<file path="src/hw/sram_ctrl_pkg.sv">
package sram_ctrl_pkg;

  // memory geometry
  localparam int unsigned ADDR_W     = 10;
  localparam int unsigned WORD_COUNT = 1024;

  // clock period in picoseconds (40 MHz)
  localparam int unsigned CLK_PS = 25000;

  // device timing figures in ns, fast grade by default
  localparam int unsigned ADDR_TO_OUTPUT_DELAY_NS     = 20;
  localparam int unsigned SELECT_TO_OUTPUT_DELAY_NS   = 15;
  localparam int unsigned DESELECT_TO_FLOAT_DELAY_NS  = 20;
  localparam int unsigned WRITE_TO_FLOAT_DELAY_NS     = 15;
  localparam int unsigned WRITE_PULSE_WIDTH_NS        = 15;
  localparam int unsigned DATA_SETUP_BEFORE_WRITE_NS  = 0;
  localparam int unsigned DATA_HOLD_AFTER_WRITE_NS    = 0;
  localparam int unsigned ADDR_SETUP_BEFORE_WRITE_NS  = 5;
  localparam int unsigned ADDR_HOLD_AFTER_WRITE_NS    = 0;
  localparam int unsigned SELECT_SETUP_BEFORE_WRITE_NS = 5;
  localparam int unsigned SELECT_HOLD_AFTER_WRITE_NS  = 0;

  // least times round up, at least one cycle
  function automatic int unsigned min_cycles(input int unsigned ns);
    int unsigned c;
    c = (ns * 1000 + CLK_PS - 1) / CLK_PS;
    return (c < 1) ? 1 : c;
  endfunction

  // stages of the memory output sampler
  localparam int unsigned SYNC_STAGES = 3;

  // read wait covers the access time, then the bit crossing all sampler stages
  localparam int unsigned READ_WAIT_CYCLES =
    min_cycles((ADDR_TO_OUTPUT_DELAY_NS > SELECT_TO_OUTPUT_DELAY_NS) ?
               ADDR_TO_OUTPUT_DELAY_NS : SELECT_TO_OUTPUT_DELAY_NS) + SYNC_STAGES;
  localparam int unsigned SETUP_CYCLES =
    min_cycles((ADDR_SETUP_BEFORE_WRITE_NS > SELECT_SETUP_BEFORE_WRITE_NS) ?
               ADDR_SETUP_BEFORE_WRITE_NS : SELECT_SETUP_BEFORE_WRITE_NS);
  localparam int unsigned PULSE_CYCLES = min_cycles(WRITE_PULSE_WIDTH_NS);
  localparam int unsigned HOLD_CYCLES =
    min_cycles((ADDR_HOLD_AFTER_WRITE_NS > DATA_HOLD_AFTER_WRITE_NS) ?
               ADDR_HOLD_AFTER_WRITE_NS : DATA_HOLD_AFTER_WRITE_NS);
  localparam int unsigned FLOAT_CYCLES = min_cycles(DESELECT_TO_FLOAT_DELAY_NS);

  localparam int unsigned CNT_W = 4;

  // user request carrier
  typedef struct packed {
    logic              write;
    logic [ADDR_W-1:0] addr;
    logic              data;
  } req_type;

  // memory pin carrier
  typedef struct packed {
    logic              cs_n;
    logic              we_n;
    logic [ADDR_W-1:0] addr;
    logic              din;
  } pins_type;

  // gray-coded sequencer states
  typedef enum logic [2:0] {
    ST_IDLE  = 3'b000,
    ST_SETUP = 3'b001,
    ST_PULSE = 3'b011,
    ST_HOLD  = 3'b010,
    ST_READ  = 3'b110,
    ST_FLOAT = 3'b111
  } state_type;

  localparam logic [CNT_W-1:0] CNT_ZERO = 4'h0;

endpackage

</file>
<file path="src/hw/sram_ctrl.sv">
`timescale 1ns/100ps
module sram_ctrl (
  input  wire logic                           clk,        // 40 MHz clock
  input  wire logic                           reset_n,    // sync reset, active low
  input  wire logic                           req_valid,  // request offered
  input  wire sram_ctrl_pkg::req_type         req,        // write flag, address, data
  output logic                                req_ready,  // idle, request taken
  output logic                                rd_valid,   // read data pulse
  output logic                                rd_data,    // read bit
  output sram_ctrl_pkg::pins_type             mem_pins,   // memory pins
  input  wire logic                           mem_dout    // memory data output
);

  sram_ctrl_pkg::state_type                state_q;
  sram_ctrl_pkg::state_type                state_d;
  logic [sram_ctrl_pkg::CNT_W-1:0]         cnt_q;
  logic [sram_ctrl_pkg::CNT_W-1:0]         cnt_d;
  sram_ctrl_pkg::pins_type                 pins_q;
  sram_ctrl_pkg::pins_type                 pins_d;
  logic                                    ready_q;
  logic                                    ready_d;
  logic                                    rdv_q;
  logic                                    rdv_d;
  logic                                    rdd_q;
  logic                                    rdd_d;
  logic [2:0]                              dout_sync_q;
  logic                                    dout_stable_q;
  logic                                    dout_stable_d;
  logic [2:0]                              dout_sync_d;
  logic                                    take;

  // counter has reached the last cycle of its phase
  function automatic logic cnt_done(input logic [sram_ctrl_pkg::CNT_W-1:0] c);
    return (c == sram_ctrl_pkg::CNT_ZERO);
  endfunction

  // counter one step nearer zero
  function automatic logic [sram_ctrl_pkg::CNT_W-1:0] cnt_dec(
    input logic [sram_ctrl_pkg::CNT_W-1:0] c  // current count
  );
    return c - 4'h1;
  endfunction

  // load value for a phase lasting n cycles
  // every phase lasts at least one cycle
  function automatic logic [sram_ctrl_pkg::CNT_W-1:0] cnt_load(input int unsigned n);
    return 4'(n - 1);
  endfunction

  // request taken at this edge
  assign take = req_valid && ready_q;

  // sampler next values: shift the pin in, accept a level once stages two and three agree
  always_comb begin
    dout_sync_d   = {dout_sync_q[1:0], mem_dout};
    dout_stable_d = dout_stable_q;
    if (dout_sync_q[1] == dout_sync_q[2]) begin
      dout_stable_d = dout_sync_q[2];
    end
  end

  // sampler registers
  always_ff @(posedge clk) begin
    if (!reset_n) begin
      dout_sync_q   <= 3'h0;
      dout_stable_q <= 1'b0;
    end else begin
      dout_sync_q   <= dout_sync_d;
      dout_stable_q <= dout_stable_d;
    end
  end

  // sequencer next state
  always_comb begin
    state_d = state_q;
    cnt_d   = cnt_q;
    pins_d  = pins_q;
    unique case (state_q)
      sram_ctrl_pkg::ST_IDLE: begin
        if (take) begin
          pins_d.addr  = req.addr;
          pins_d.din   = req.data;
          pins_d.cs_n  = 1'b0;
          pins_d.we_n  = 1'b1;
          if (req.write) begin
            state_d = sram_ctrl_pkg::ST_SETUP;
            cnt_d   = cnt_load(sram_ctrl_pkg::SETUP_CYCLES);
          end else begin
            state_d = sram_ctrl_pkg::ST_READ;
            cnt_d   = cnt_load(sram_ctrl_pkg::READ_WAIT_CYCLES);
          end
        end
      end
      sram_ctrl_pkg::ST_SETUP: begin
        if (cnt_done(cnt_q)) begin
          state_d     = sram_ctrl_pkg::ST_PULSE;
          pins_d.we_n = 1'b0;
          cnt_d       = cnt_load(sram_ctrl_pkg::PULSE_CYCLES);
        end else begin
          cnt_d = cnt_dec(cnt_q);
        end
      end
      sram_ctrl_pkg::ST_PULSE: begin
        if (cnt_done(cnt_q)) begin
          state_d     = sram_ctrl_pkg::ST_HOLD;
          pins_d.we_n = 1'b1;
          cnt_d       = cnt_load(sram_ctrl_pkg::HOLD_CYCLES);
        end else begin
          cnt_d = cnt_dec(cnt_q);
        end
      end
      sram_ctrl_pkg::ST_HOLD: begin
        // select held past pulse end; data held
        if (cnt_done(cnt_q)) begin
          state_d     = sram_ctrl_pkg::ST_IDLE;
          pins_d.cs_n = 1'b1;
        end else begin
          cnt_d = cnt_dec(cnt_q);
        end
      end
      sram_ctrl_pkg::ST_READ: begin
        // select access and sampler stages covered
        // result pulse comes from the read result group
        if (cnt_done(cnt_q)) begin
          state_d     = sram_ctrl_pkg::ST_FLOAT;
          pins_d.cs_n = 1'b1;
          cnt_d       = cnt_load(sram_ctrl_pkg::FLOAT_CYCLES);
        end else begin
          cnt_d = cnt_dec(cnt_q);
        end
      end
      sram_ctrl_pkg::ST_FLOAT: begin
        // let shared output float before next access
        if (cnt_done(cnt_q)) begin
          state_d = sram_ctrl_pkg::ST_IDLE;
        end else begin
          cnt_d = cnt_dec(cnt_q);
        end
      end
      default: begin
        state_d     = sram_ctrl_pkg::ST_IDLE;
        pins_d.cs_n = 1'b1;
        pins_d.we_n = 1'b1;
      end
    endcase
  end

  // ready follows the sequencer into idle
  always_comb begin
    ready_d = (state_d == sram_ctrl_pkg::ST_IDLE);
  end

  // ready register
  always_ff @(posedge clk) begin
    if (!reset_n) begin
      ready_q <= 1'b0;
    end else begin
      ready_q <= ready_d;
    end
  end

  // read result next values: pulse and capture as the read phase ends
  always_comb begin
    rdv_d = 1'b0;
    rdd_d = rdd_q;
    if (state_q == sram_ctrl_pkg::ST_READ && cnt_done(cnt_q)) begin
      rdv_d = 1'b1;
      rdd_d = dout_stable_d;
    end
  end

  // read result registers
  always_ff @(posedge clk) begin
    if (!reset_n) begin
      rdv_q <= 1'b0;
      rdd_q <= 1'b0;
    end else begin
      rdv_q <= rdv_d;
      rdd_q <= rdd_d;
    end
  end

  // sequencer registers
  always_ff @(posedge clk) begin
    if (!reset_n) begin
      state_q <= sram_ctrl_pkg::ST_IDLE;
      cnt_q   <= sram_ctrl_pkg::CNT_ZERO;
      pins_q  <= '{cs_n: 1'b1, we_n: 1'b1, addr: '0, din: 1'b0};
    end else begin
      state_q <= state_d;
      cnt_q   <= cnt_d;
      pins_q  <= pins_d;
    end
  end

  assign req_ready = ready_q;
  assign rd_valid  = rdv_q;
  assign rd_data   = rdd_q;
  assign mem_pins  = pins_q;

endmodule

</file>
<file path="config.mk">
export PLATFORM = sky130hd
export DESIGN_NAME = sram_ctrl
export DESIGN_NICKNAME = d
export VERILOG_FILES = /design/src/hw/sram_ctrl_pkg.sv /design/src/hw/sram_ctrl.sv
export SDC_FILE = /design/constraint.sdc
export NUM_CORES = 1
export LEC_CHECK = 0
export ABC_AREA = 1
export BUFFER_PORTS_ARGS = -buffer_cell sky130_fd_sc_hd__buf_2
export CELL_PAD_IN_SITES_DETAIL_PLACEMENT = 1
export CELL_PAD_IN_SITES_GLOBAL_PLACEMENT = 1
export CORE_MARGIN = 1.5
export CORE_UTILIZATION = 36
export DETAILED_ROUTE_END_ITERATION = 10
export MAX_ROUTING_LAYER = met4
export PLACE_DENSITY = 0.83
export SLEW_MARGIN = 15
export SYNTH_ARGS = -nofsm -noshare
export SYNTH_HDL_FRONTEND = slang
export SYNTH_SLANG_ARGS = --single-unit
</file>
<file path="constraint.sdc">
create_clock -name clk -period 1.7 [get_ports clk]
set_input_delay 0.51 -clock clk [delete_from_list [all_inputs] [get_ports clk]]
set_output_delay 0.51 -clock clk [all_outputs]
set_load 0.02 [all_outputs]
</file>
==> results of run 1 <==
-- worst register-to-register path, cell delays in order (launching register included) --
cell	delay [ns]
dfxtp_1	0.37
inv_1	0.09
ha_1	0.18
nand2_1	0.07
nor2_1	0.25
nand3_2	0.15
nand3_1	0.12
nand2_1	0.05
nand2_1	0.05
nor2_1	0.03
-- per-stage QoR --
| step | hold slack (ns) | instance area (um2) | power (mW) |
|---|---|---|---|
| floorplan | 0.386 | 1270 | 1.16 |
| global placement | 0.391 | 1460 | 1.29 |
| detailed placement | 0.402 | 1460 | 1.30 |
| CTS | 0.350 | 1490 | 1.59 |
| global route | 0.346 | 1490 | 1.68 |
| finish | 0.359 | 1490 | 1.56 |
-- cell type report --
type                            instances  area, um2
Sequential cell                        27        541
Clock inverter                          1       7.51
Tap cell                               46       57.6
Timing Repair Buffer                   35        185
Fill cell                             470       1870
Clock buffer                            3       22.5
Multi-Input combinational cell        123        611
Inverter                               18       67.6
-- cell families (layout without fill, tap and decap cells) --
kind of cell / after synthesis / in the layout / synth area share [%]
buffers and inverters: 24 / 57 / 9.18
AO/OA/AOI/OAI: 27 / 27 / 11.1
adder cells (fa/ha/maj): 2 / 2 / 1.97
flip-flops: 27 / 27 / 42.6
AND/OR/NAND/NOR: 94 / 94 / 35.1
-- state kept, by name, summed over array words and instances (netlist names) --
signal and flops:
mem_pins 13, dout_stable_q 1, req_ready 1, state_q 3
rd_valid 1, rd_data 1, cnt_q 4, dout_sync_q 3
-- cell usage in the layout, fill, tap and decap left out, types with 2 or more instances in the layout --
master    instances
a21oi_1          19
buf_2            31
buf_4             4
clkbuf_4          3
dfxtp_1          27
ha_1              2
inv_1            14
inv_2             3
nand2_1          51
nand2_2           6
nand3_1           8
nand3_2           3
nand4_1           2
nor2_1           16
nor2_4            3
nor3_1            4
o21ai_0           3
o21ai_1           3
-- metal layers --
metal,up-vias,global-route usage (%),share of wire (%)
li1,616,-,-
met3,4,1.81,2.1
met1,557,21.2,48
met5,-,-,0
met4,0,4.17,0.94
met2,13,29.5,49
-- path summary, 6_finish.rpt --
| check | end | slack (ns) |
|---|---|---|
| hold reg to reg | dout_sync_q[1]$_SDFF_PN0_ | 0.42 |
| setup reg to reg | cnt_q[3]$_SDFFE_PN0P_ | 0.25 |
| setup / recovery | cnt_q[3]$_SDFFE_PN0P_ | 0.25 |
| hold / removal | dout_sync_q[0]$_SDFF_PN0_ | 0.36 |
-- power breakdown --
part / leakage (nW) / total [mW] / switching [mW] / internal, mW
sequential: 0.221 / 0.749 / 0.0522 / 0.697
clock: 0.0139 / 0.283 / 0.193 / 0.0900
combinational: 0.490 / 0.529 / 0.343 / 0.186
total: 0.724 / 1.56 / 0.588 / 0.973
==> qor.txt, run 1 <==
Routed Antenna Nets = 0
crit path max fanout = 4
dpl hpwl = 2300 um
CTS sink cnt = 27
routed len/inst = 11.4 um
Worst-Margin Slew = 0.461 ns
hold path cells = 3
Post-Place Worst Slack = 0.222 ns
CP Cell Sequence = inv_1 > ha_1 > nand2_1 > nor2_1 > nand3_2 > nand3_1 > nand2_1 > nand2_1 > nor2_1
Via Count = 1,190
worst path arrival time = 1.69 ns
reg2reg start = cnt_q[0]$_SDFFE_PN0P_
port bufs = 31
Post-synth EDFFs = 0
Initial Util = 37.7%
Net Count, Synth = 192
Synth cell types = 21
RSZ-0062 raised after global routing = no
Warnings, synthesis = 0
Die Y = 62.3 um
ys async rst share = 0%
Yosys top cell area share = 42.6%
layout cells sized above 1 = 26.6%
setup TNS = 0 ns
kind of critical path = flip-flop to flip-flop
Buf/Inv on CP = 1
CP Launch Type = flip-flop
leading area contributor after synthesis = dfxtp_1
largest net degree at the start of global routing = 17
final count of pins violating max slew = 0
clk_skew = 0.00386 ns
grt total ovfl = 0
Max stage delay on crit path = 0.37 ns
GRT Total Usage = 16.9%
via/cell ratio = 4.70
initial antenna violation count = 0
initial DRC count = 36
max-cap violation count = 0
Leakage = 0.724 nW
min Tclk post-route = 1.45 ns
fin cells = 253
Reg clk slew, reported paths = 0.15 ns
vias in the first global route = 1,203
htree depth = 1
num rows = 21
dpl cells = 249
Bufs on Longest Clock Path = 2
mean post-synth cell area = 7.28 um2
most common cell in the synthesized netlist = nand2_1
P per Cell Area = 1050 nW/um2
r2r worst-path depth = 9
Required @ worst endpoint = 1.94 ns
post-layout net count = 226
top cells by count, synth = nand2_1, dfxtp_1, a21oi_1
Area Overhead vs Synth = 17.7%
final hold viol count = 0
Synth area leaders = dfxtp_1, nand2_1, a21oi_1
core outline area = 3360 um2
Routed WL = 2870 um
Worst Hold Launch = mem_dout
Remaining DRCs = 0
flop and latch count out of synthesis = 27
GPL Wtd Cong = 0.832
CP Launch Point = cnt_q[0]$_SDFFE_PN0P_
Post-Syn Instances = 174
most frequent CP cell = nand2_1
Num CTS Buffers = 3
Diodes inserted = 0
Peak VDD IR = 0.399 mV
post-synthesis sequential area ratio = 42.6%
period utilisation layout = 85.0%
Setup WS post-layout = 0.255 ns
HP Class = primary input to flip-flop
Crit path depth = 9
CP endpoint kind = flip-flop
Setup Buffers After CTS = 0
worst rel slew slack = 69.2%
Die Wd = 62.3 um
clk_lat worst skew = 0.32 ns
post-CTS sizing = 0
die area = 3890 um2
Mapped Area = 1270 um2
CTS Hold Bufs = 0
CTS tree = done
fin util = 44.3%
Post-synth top flop = dfxtp_1
CTS Root Buffer Type = clkbuf_4
outcome = finished clean
Fmax achieved = 0.692 GHz
first-pass GRT wire length = 5260 um
Pre-Repair DR Iteration Count = 4
Ports = 32
Crit path max-delay family = simple AND/OR/NAND/NOR gates
CP max stage cell = dfxtp_1
Final Setup Violations = 0
No activity file was read; power rests on OpenSTA's default activity.
==> inputs of run 2 (changes only) <==
--- a/config.mk
+++ b/config.mk
@@ -14,6 +14,7 @@
 export DETAILED_ROUTE_END_ITERATION = 10
 export MAX_ROUTING_LAYER = met4
 export PLACE_DENSITY = 0.83
+export REMOVE_ABC_BUFFERS = 1
 export SLEW_MARGIN = 15
 export SYNTH_ARGS = -nofsm -noshare
 export SYNTH_HDL_FRONTEND = slang
==> run 2 against run 1 <==
  * Design area is 0.59% higher
  * Critical path depth is 1 lower
  * Maximum frequency is 2.6% lower
  * Largest cell class unchanged
  * Clock-buffer cell count stayed put
  * Non-clock buffer count is 1 higher
  * Highest routed layer unchanged
  * Sequential share of layout area is 0.21 points lower
  * Die area stayed put
  * Clock skew is 0.0025 ns higher
==> qor.txt, run 2 (synthesized netlist as in run 1, its figures left out) <==
outcome = finished clean
Routed Antenna Nets = 0 (unchanged)
clk_lat worst skew = 0.33 ns (about the same)
Setup WS post-layout = 0.216 ns (-0.0392 ns)
Via Count = 1,201 (+0.92%)
final count of pins violating max slew = 0 (unchanged)
Final Setup Violations = 0 (unchanged)
GPL Wtd Cong = 0.788 (-5.3%)
clk_skew = 0.00631 ns (+0.00246 ns)
Setup Buffers After CTS = 0 (unchanged)
initial antenna violation count = 0 (unchanged)
Reg clk slew, reported paths = 0.16 ns (about the same)
max FFs per register = 13 (unchanged)
largest net degree at the start of global routing = 18 (+1)
fill count = 477 (+1.5%)
DP Area = 1470 um2 (+0.51%)
final hold viol count = 0 (unchanged)
max-cap violation count = 0 (unchanged)
Routed WL = 2920 um (+1.6%)
die area = 3890 um2 (unchanged)
CTS Hold Bufs = 0 (unchanged)
htree depth = 1 (unchanged)
Leakage = 0.734 nW (+1.4%)
worst path arrival time = 1.75 ns (+0.06 ns)
P per Cell Area = 1050 nW/um2 (+0.59%)
M1 WL = 1340 um (-3.3%)
CTS sink cnt = 27 (unchanged)
Peak VDD IR = 0.654 mV (+64%)
period utilisation layout = 87.3% (+2.3 points)
Area Overhead vs Synth = 18.4%
post-layout net count = 227 (+0.44%)
routed len/inst = 11.5 um (+1.2%)
CP endpoint kind = flip-flop
Fmax achieved = 0.674 GHz (-2.6%)
Ports = 32 (unchanged)
CP Launch Type = flip-flop
Worst-Margin Slew = 0.467 ns (+0.00546 ns)
HP Class = primary input to flip-flop
Layout Cell Area excl Fill = 1500 um2 (+0.59%)
Die Y = 62.3 um (unchanged)
Remaining DRCs = 0 (unchanged)
routed wl met3 = 99 um (+62%)
first-pass GRT wire length = 5120 um (-2.8%)
CTS tree = done
crit path max fanout = 4 (unchanged)
core outline area = 3360 um2 (unchanged)
kind of critical path = flip-flop to flip-flop
Initial Util = 37.7% (unchanged)
met2 WL post-DR = 1460 um (+4.7%)
commonest non-fill, non-tap cells in the layout = nand2_1, buf_2, dfxtp_1
Post-Place Worst Slack = 0.160 ns (-0.0618 ns)
grt total ovfl = 0 (unchanged)
worst rel slew slack = 68.8% (-0.36 points)
RSZ-0062 raised after global routing = no
GRT Total Usage = 16.7% (-0.26 points)
Die Wd = 62.3 um (unchanged)
Diodes inserted = 0 (unchanged)
setup TNS = 0 ns (unchanged)
dpl hpwl = 2280 um (-0.83%)
fin util = 44.6% (+0.26 points)
most common library cell in the layout ignoring fill and taps = nand2_1
initial DRC count = 42 (+17%)
top sig layer = met4
Pre-Repair DR Iteration Count = 4 (unchanged)
min Tclk post-route = 1.48 ns (+0.0392 ns)
num rows = 21 (unchanged)
vias in the first global route = 1,196 (-0.58%)
post-CTS sizing = 0 (unchanged)
via/cell ratio = 4.73 (+0.53%)
Num CTS Buffers = 3 (unchanged)
CTS Root Buffer Type = clkbuf_4
Bufs on Longest Clock Path = 2 (unchanged)
Required @ worst endpoint = 1.97 ns (+0.03 ns)
layout cells sized above 1 = 26.9% (+0.35 points)
port bufs = 31 (unchanged)
[run 2: changes by cell type in the layout (fill, tap and decap cells not counted), sizes merged]
cell	change
inv	+1
clkinvlp	-1
buf	+1
[run 2: layer usage]
metal,global-route usage (%),vias up
li1,-,626
met1,20.2,553
met2,28.9,20
met3,3.62,2
met4,3.06,0
met5,-,-
[run 2: stage by stage]
step	hold WS, ns	instances	total power, mW
floorplan	0.386	168	1.14
global placement	0.393	250	1.29
detailed placement	0.404	250	1.30
CTS	0.341	254	1.61
global route	0.329	254	1.71
finish	0.353	254	1.58
[run 2: path summary, 6_finish.rpt]
kind / end / cells after the start / from / slack (ns)
worst max register to register: cnt_q[2]$_SDFFE_PN0P_ / 8 / cnt_q[0]$_SDFFE_PN0P_ / 0.22
worst max-delay path: cnt_q[2]$_SDFFE_PN0P_ / 8 / cnt_q[0]$_SDFFE_PN0P_ / 0.22
worst min-delay path: dout_sync_q[0]$_SDFF_PN0_ / 3 / mem_dout / 0.35
worst min register to register: dout_sync_q[1]$_SDFF_PN0_ / 2 / dout_sync_q[0]$_SDFF_PN0_ / 0.42
[run 2: worst max-delay path, cell delays in order (launching register included)]
cell	delay, ns
dfxtp_1	0.37
inv_1	0.08
ha_1	0.21
nand2_1	0.07
nor2_1	0.24
nand3_2	0.14
nand2_2	0.10
nand2_1	0.06
a21oi_1	0.14
[run 2: final cells by class]
cell class	count	area, um2	area share, %
multi-input combinational	123	611	40.7
clock buffer	3	22.5	1.50
tap	46	57.6	3.84
sequential	27	541	36.0
inverter	18	67.6	4.50
timing repair buffer	36	193	12.8
clock inverter	1	8.76	0.584
[run 2: report_power, final]
| part | switching [mW] | internal, mW | leakage, nW |
|---|---|---|---|
| clock | 0.206 | 0.0961 | 0.0183 |
| combinational | 0.342 | 0.188 | 0.496 |
| sequential | 0.0502 | 0.697 | 0.221 |
==> inputs of run 3 (changes only) <==
--- a/config.mk
+++ b/config.mk
@@ -7,6 +7,7 @@
 export LEC_CHECK = 0
 export ABC_AREA = 1
 export BUFFER_PORTS_ARGS = -buffer_cell sky130_fd_sc_hd__buf_2
+export CAP_MARGIN = 10
 export CELL_PAD_IN_SITES_DETAIL_PLACEMENT = 1
 export CELL_PAD_IN_SITES_GLOBAL_PLACEMENT = 1
 export CORE_MARGIN = 1.5
==> constraint.sdc (replaced) <==
create_clock -name clk -period 1.7 [get_ports clk]
set_input_delay 0.17 -clock clk [delete_from_list [all_inputs] [get_ports clk]]
set_output_delay 0.17 -clock clk [all_outputs]
set_load 0.02 [all_outputs]
==> run 3 against run 2 <==
  * The run now ends with hold timing left
  * Wire length rose by 0.92%
  * Combinational power barely moved
  * Sequential share of layout area rose by 0.40 points
  * Worst hold slack got worse by 0.35 ns
  * Critical path depth did not move
  * Critical endpoint unchanged
  * Largest power group unchanged
==> qor.txt, run 3 (synthesized netlist as in run 1, its figures left out) <==
RSZ-0062 raised after global routing = no
CP endpoint kind = flip-flop
Routed WL = 2950 um (+0.92%)
layout cells sized above 1 = 26.2% (-0.71 points)
Cell Int Power = 972 uW (-0.95%)
Setup Buffers After CTS = 0 (unchanged)
dpl hpwl = 2230 um (-1.9%)
Required @ worst endpoint = 1.98 ns (about the same)
Buf/Inv on CP = 1 (unchanged)
max FFs per register = 13 (unchanged)
clk_skew = 0.00694 ns (+0.000622 ns)
via/cell ratio = 4.59 (-2.9%)
Area Overhead vs Synth = 17.1%
fin cells = 252 (-0.79%)
Sw Ratio = 38.8% (+0.89 points)
CP Launch Type = flip-flop
routed len/inst = 11.7 um (+1.7%)
Fmax achieved = 0.685 GHz (+1.7%)
num rows = 21 (unchanged)
worst r2r dst = cnt_q[2]$_SDFFE_PN0P_
Peak VDD IR = 0.479 mV (-27%)
Initial Util = 37.7% (unchanged)
Max stage delay on crit path = 0.37 ns (about the same)
DP Area = 1450 um2 (-1.0%)
Worst-Margin Slew = 0.482 ns (+0.0153 ns)
Worst Hold Launch = mem_dout
CP max stage cell = dfxtp_1
P per Cell Area = 1070 nW/um2 (+1.6%)
kind of critical path = flip-flop to flip-flop
Die Wd = 62.3 um (unchanged)
CTS sink cnt = 27 (unchanged)
port bufs = 31 (unchanged)
CTS tree = done
first-pass GRT wire length = 5220 um (+1.9%)
htree depth = 1 (unchanged)
most frequent CP cell = nand2_1
period utilisation layout = 85.8% (-1.5 points)
crit path max fanout = 4 (unchanged)
Diodes inserted = 0 (unchanged)
hold path cells = 3 (unchanged)
Seq pwr share = 47.3% (about the same)
Layout Cell Area excl Fill = 1480 um2 (-1.1%)
Crit path depth = 8 (unchanged)
CTS Root Buffer Type = clkbuf_4
Num CTS Buffers = 3 (unchanged)
Hold Path End = dout_sync_q[0]$_SDFF_PN0_
post-CTS sizing = 0 (unchanged)
failing checks = hold timing
reg-to-reg slack, setup = 0.24 ns (+0.03 ns)
CP Launch Point = cnt_q[1]$_SDFFE_PN0P_
clk_lat worst skew = 0.34 ns (about the same)
dpl cells = 248 (-0.80%)
Comb pwr share = 33.4% (-0.2 points)
max-cap violation count = 0 (unchanged)
die area = 3890 um2 (unchanged)
vias in the first global route = 1,157 (-3.3%)
reg2reg start = cnt_q[1]$_SDFFE_PN0P_
Crit path max-delay family = simple AND/OR/NAND/NOR gates
Routed Antenna Nets = 0 (unchanged)
worst path arrival time = 1.74 ns (about the same)
initial antenna violation count = 0 (unchanged)
min Tclk post-route = 1.46 ns (-0.0254 ns)
commonest non-fill, non-tap cells in the layout = nand2_1, buf_2, dfxtp_1
setup TNS = 0 ns (unchanged)
CTS Hold Bufs = 0 (unchanged)
Final Setup Violations = 0 (unchanged)
initial DRC count = 14 (-67%)
GPL Wtd Cong = 0.826 (+4.8%)
post-layout net count = 225 (-0.88%)
most common library cell in the layout ignoring fill and taps = nand2_1
largest net degree at the start of global routing = 17 (-1)
final count of pins violating max slew = 0 (unchanged)
NetSw = 615 uW (+2.8%)
r2r worst-path depth = 8 (unchanged)
grt total ovfl = 0 (unchanged)
final hold viol count = 1 (+1)
Clock Power Share = 19.2% (about the same)
Leakage = 0.719 nW (-2.1%)
Ports = 32 (unchanged)
Via Count = 1,157 (-3.7%)
minimum hold slack = -0.000278 ns (-0.354 ns)
Die Y = 62.3 um (unchanged)
HP Class = primary input to flip-flop
Bufs on Longest Clock Path = 2 (unchanged)
outcome = complete, but fails checks
Remaining DRCs = 0 (unchanged)
worst rel slew slack = 67.8% (-1.0 points)
Reg clk slew, reported paths = 0.16 ns (about the same)
CP Cell Sequence = inv_1 > ha_1 > nand2_1 > nor2_1 > nand3_2 > nand2_2 > nand2_1 > a21oi_1
core outline area = 3360 um2 (unchanged)
GRT Total Usage = 17.0% (+0.30 points)
Pre-Repair DR Iteration Count = 4 (unchanged)
==> run 3: changes by cell type in the layout (fill, tap and decap cells not counted) <==
cell,before,now
inv_6,1,0
clkinvlp_4,0,1
buf_4,5,3
==> run 3: worst max-delay path by stage <==
stage | end | slack [ns]
global route | cnt_q[2]$_SDFFE_PN0P_ | 0.05
CTS | cnt_q[2]$_SDFFE_PN0P_ | 0.22
floorplan | state_q[0]$_SDFF_PN0_ | 0.39
detailed placement | cnt_q[1]$_SDFFE_PN0P_ | 0.27
finish | cnt_q[2]$_SDFFE_PN0P_ | 0.24
global placement | cnt_q[0]$_SDFFE_PN0P_ | 0.29
==> run 3: metal layers <==
layer / track usage [%] / vias to the layer above / part of all wire (%)
met1: 22.8 / 523 / 52
met4: 5.00 / 0 / 1.4
li1: - / 614 / -
met3: 2.17 / 4 / 2.6
met2: 26.9 / 16 / 44
met5: - / - / 0
==> run 3: power by group through the flow <==
stage / registers [mW] / logic, mW / clock network, mW
after floorplan: 0.801 / 0.335 / 0
after global placement: 0.764 / 0.519 / 0
after detailed placement: 0.765 / 0.531 / 0
after CTS: 0.752 / 0.536 / 0.303
after global routing: 0.762 / 0.602 / 0.335
final: 0.751 / 0.531 / 0.305
==> run 3: cell type report <==
cell class                      instances  area [um2]
Clock buffer                            3        22.5
Clock inverter                          1        7.51
Fill cell                             485        1880
Inverter                               18        67.6
Multi-Input combinational cell        123         611
Sequential cell                        27         541
Tap cell                               46        57.6
Timing Repair Buffer                   34         178
==> run 3: worst min-delay path, delay by kind of cell <==
kind / cells / cell delay, ns
and+or+nand+nor: 1 / 0.04
buffers and inverters: 2 / 0.12
==> run 3: per-stage QoR <==
step / hold WS, ns / setup slack, ns / util [%] / power (mW)
after floorplan: 0.263 / 0.392 / - / 1.14
after global placement: 0.356 / 0.290 / 43.2 / 1.28
after detailed placement: 0.369 / 0.266 / 43.2 / 1.30
after CTS: 0.00858 / 0.222 / 44.1 / 1.59
after global routing: 0.000947 / 0.0473 / 44.1 / 1.70
final: -0.000278 / 0.241 / 44.1 / 1.59
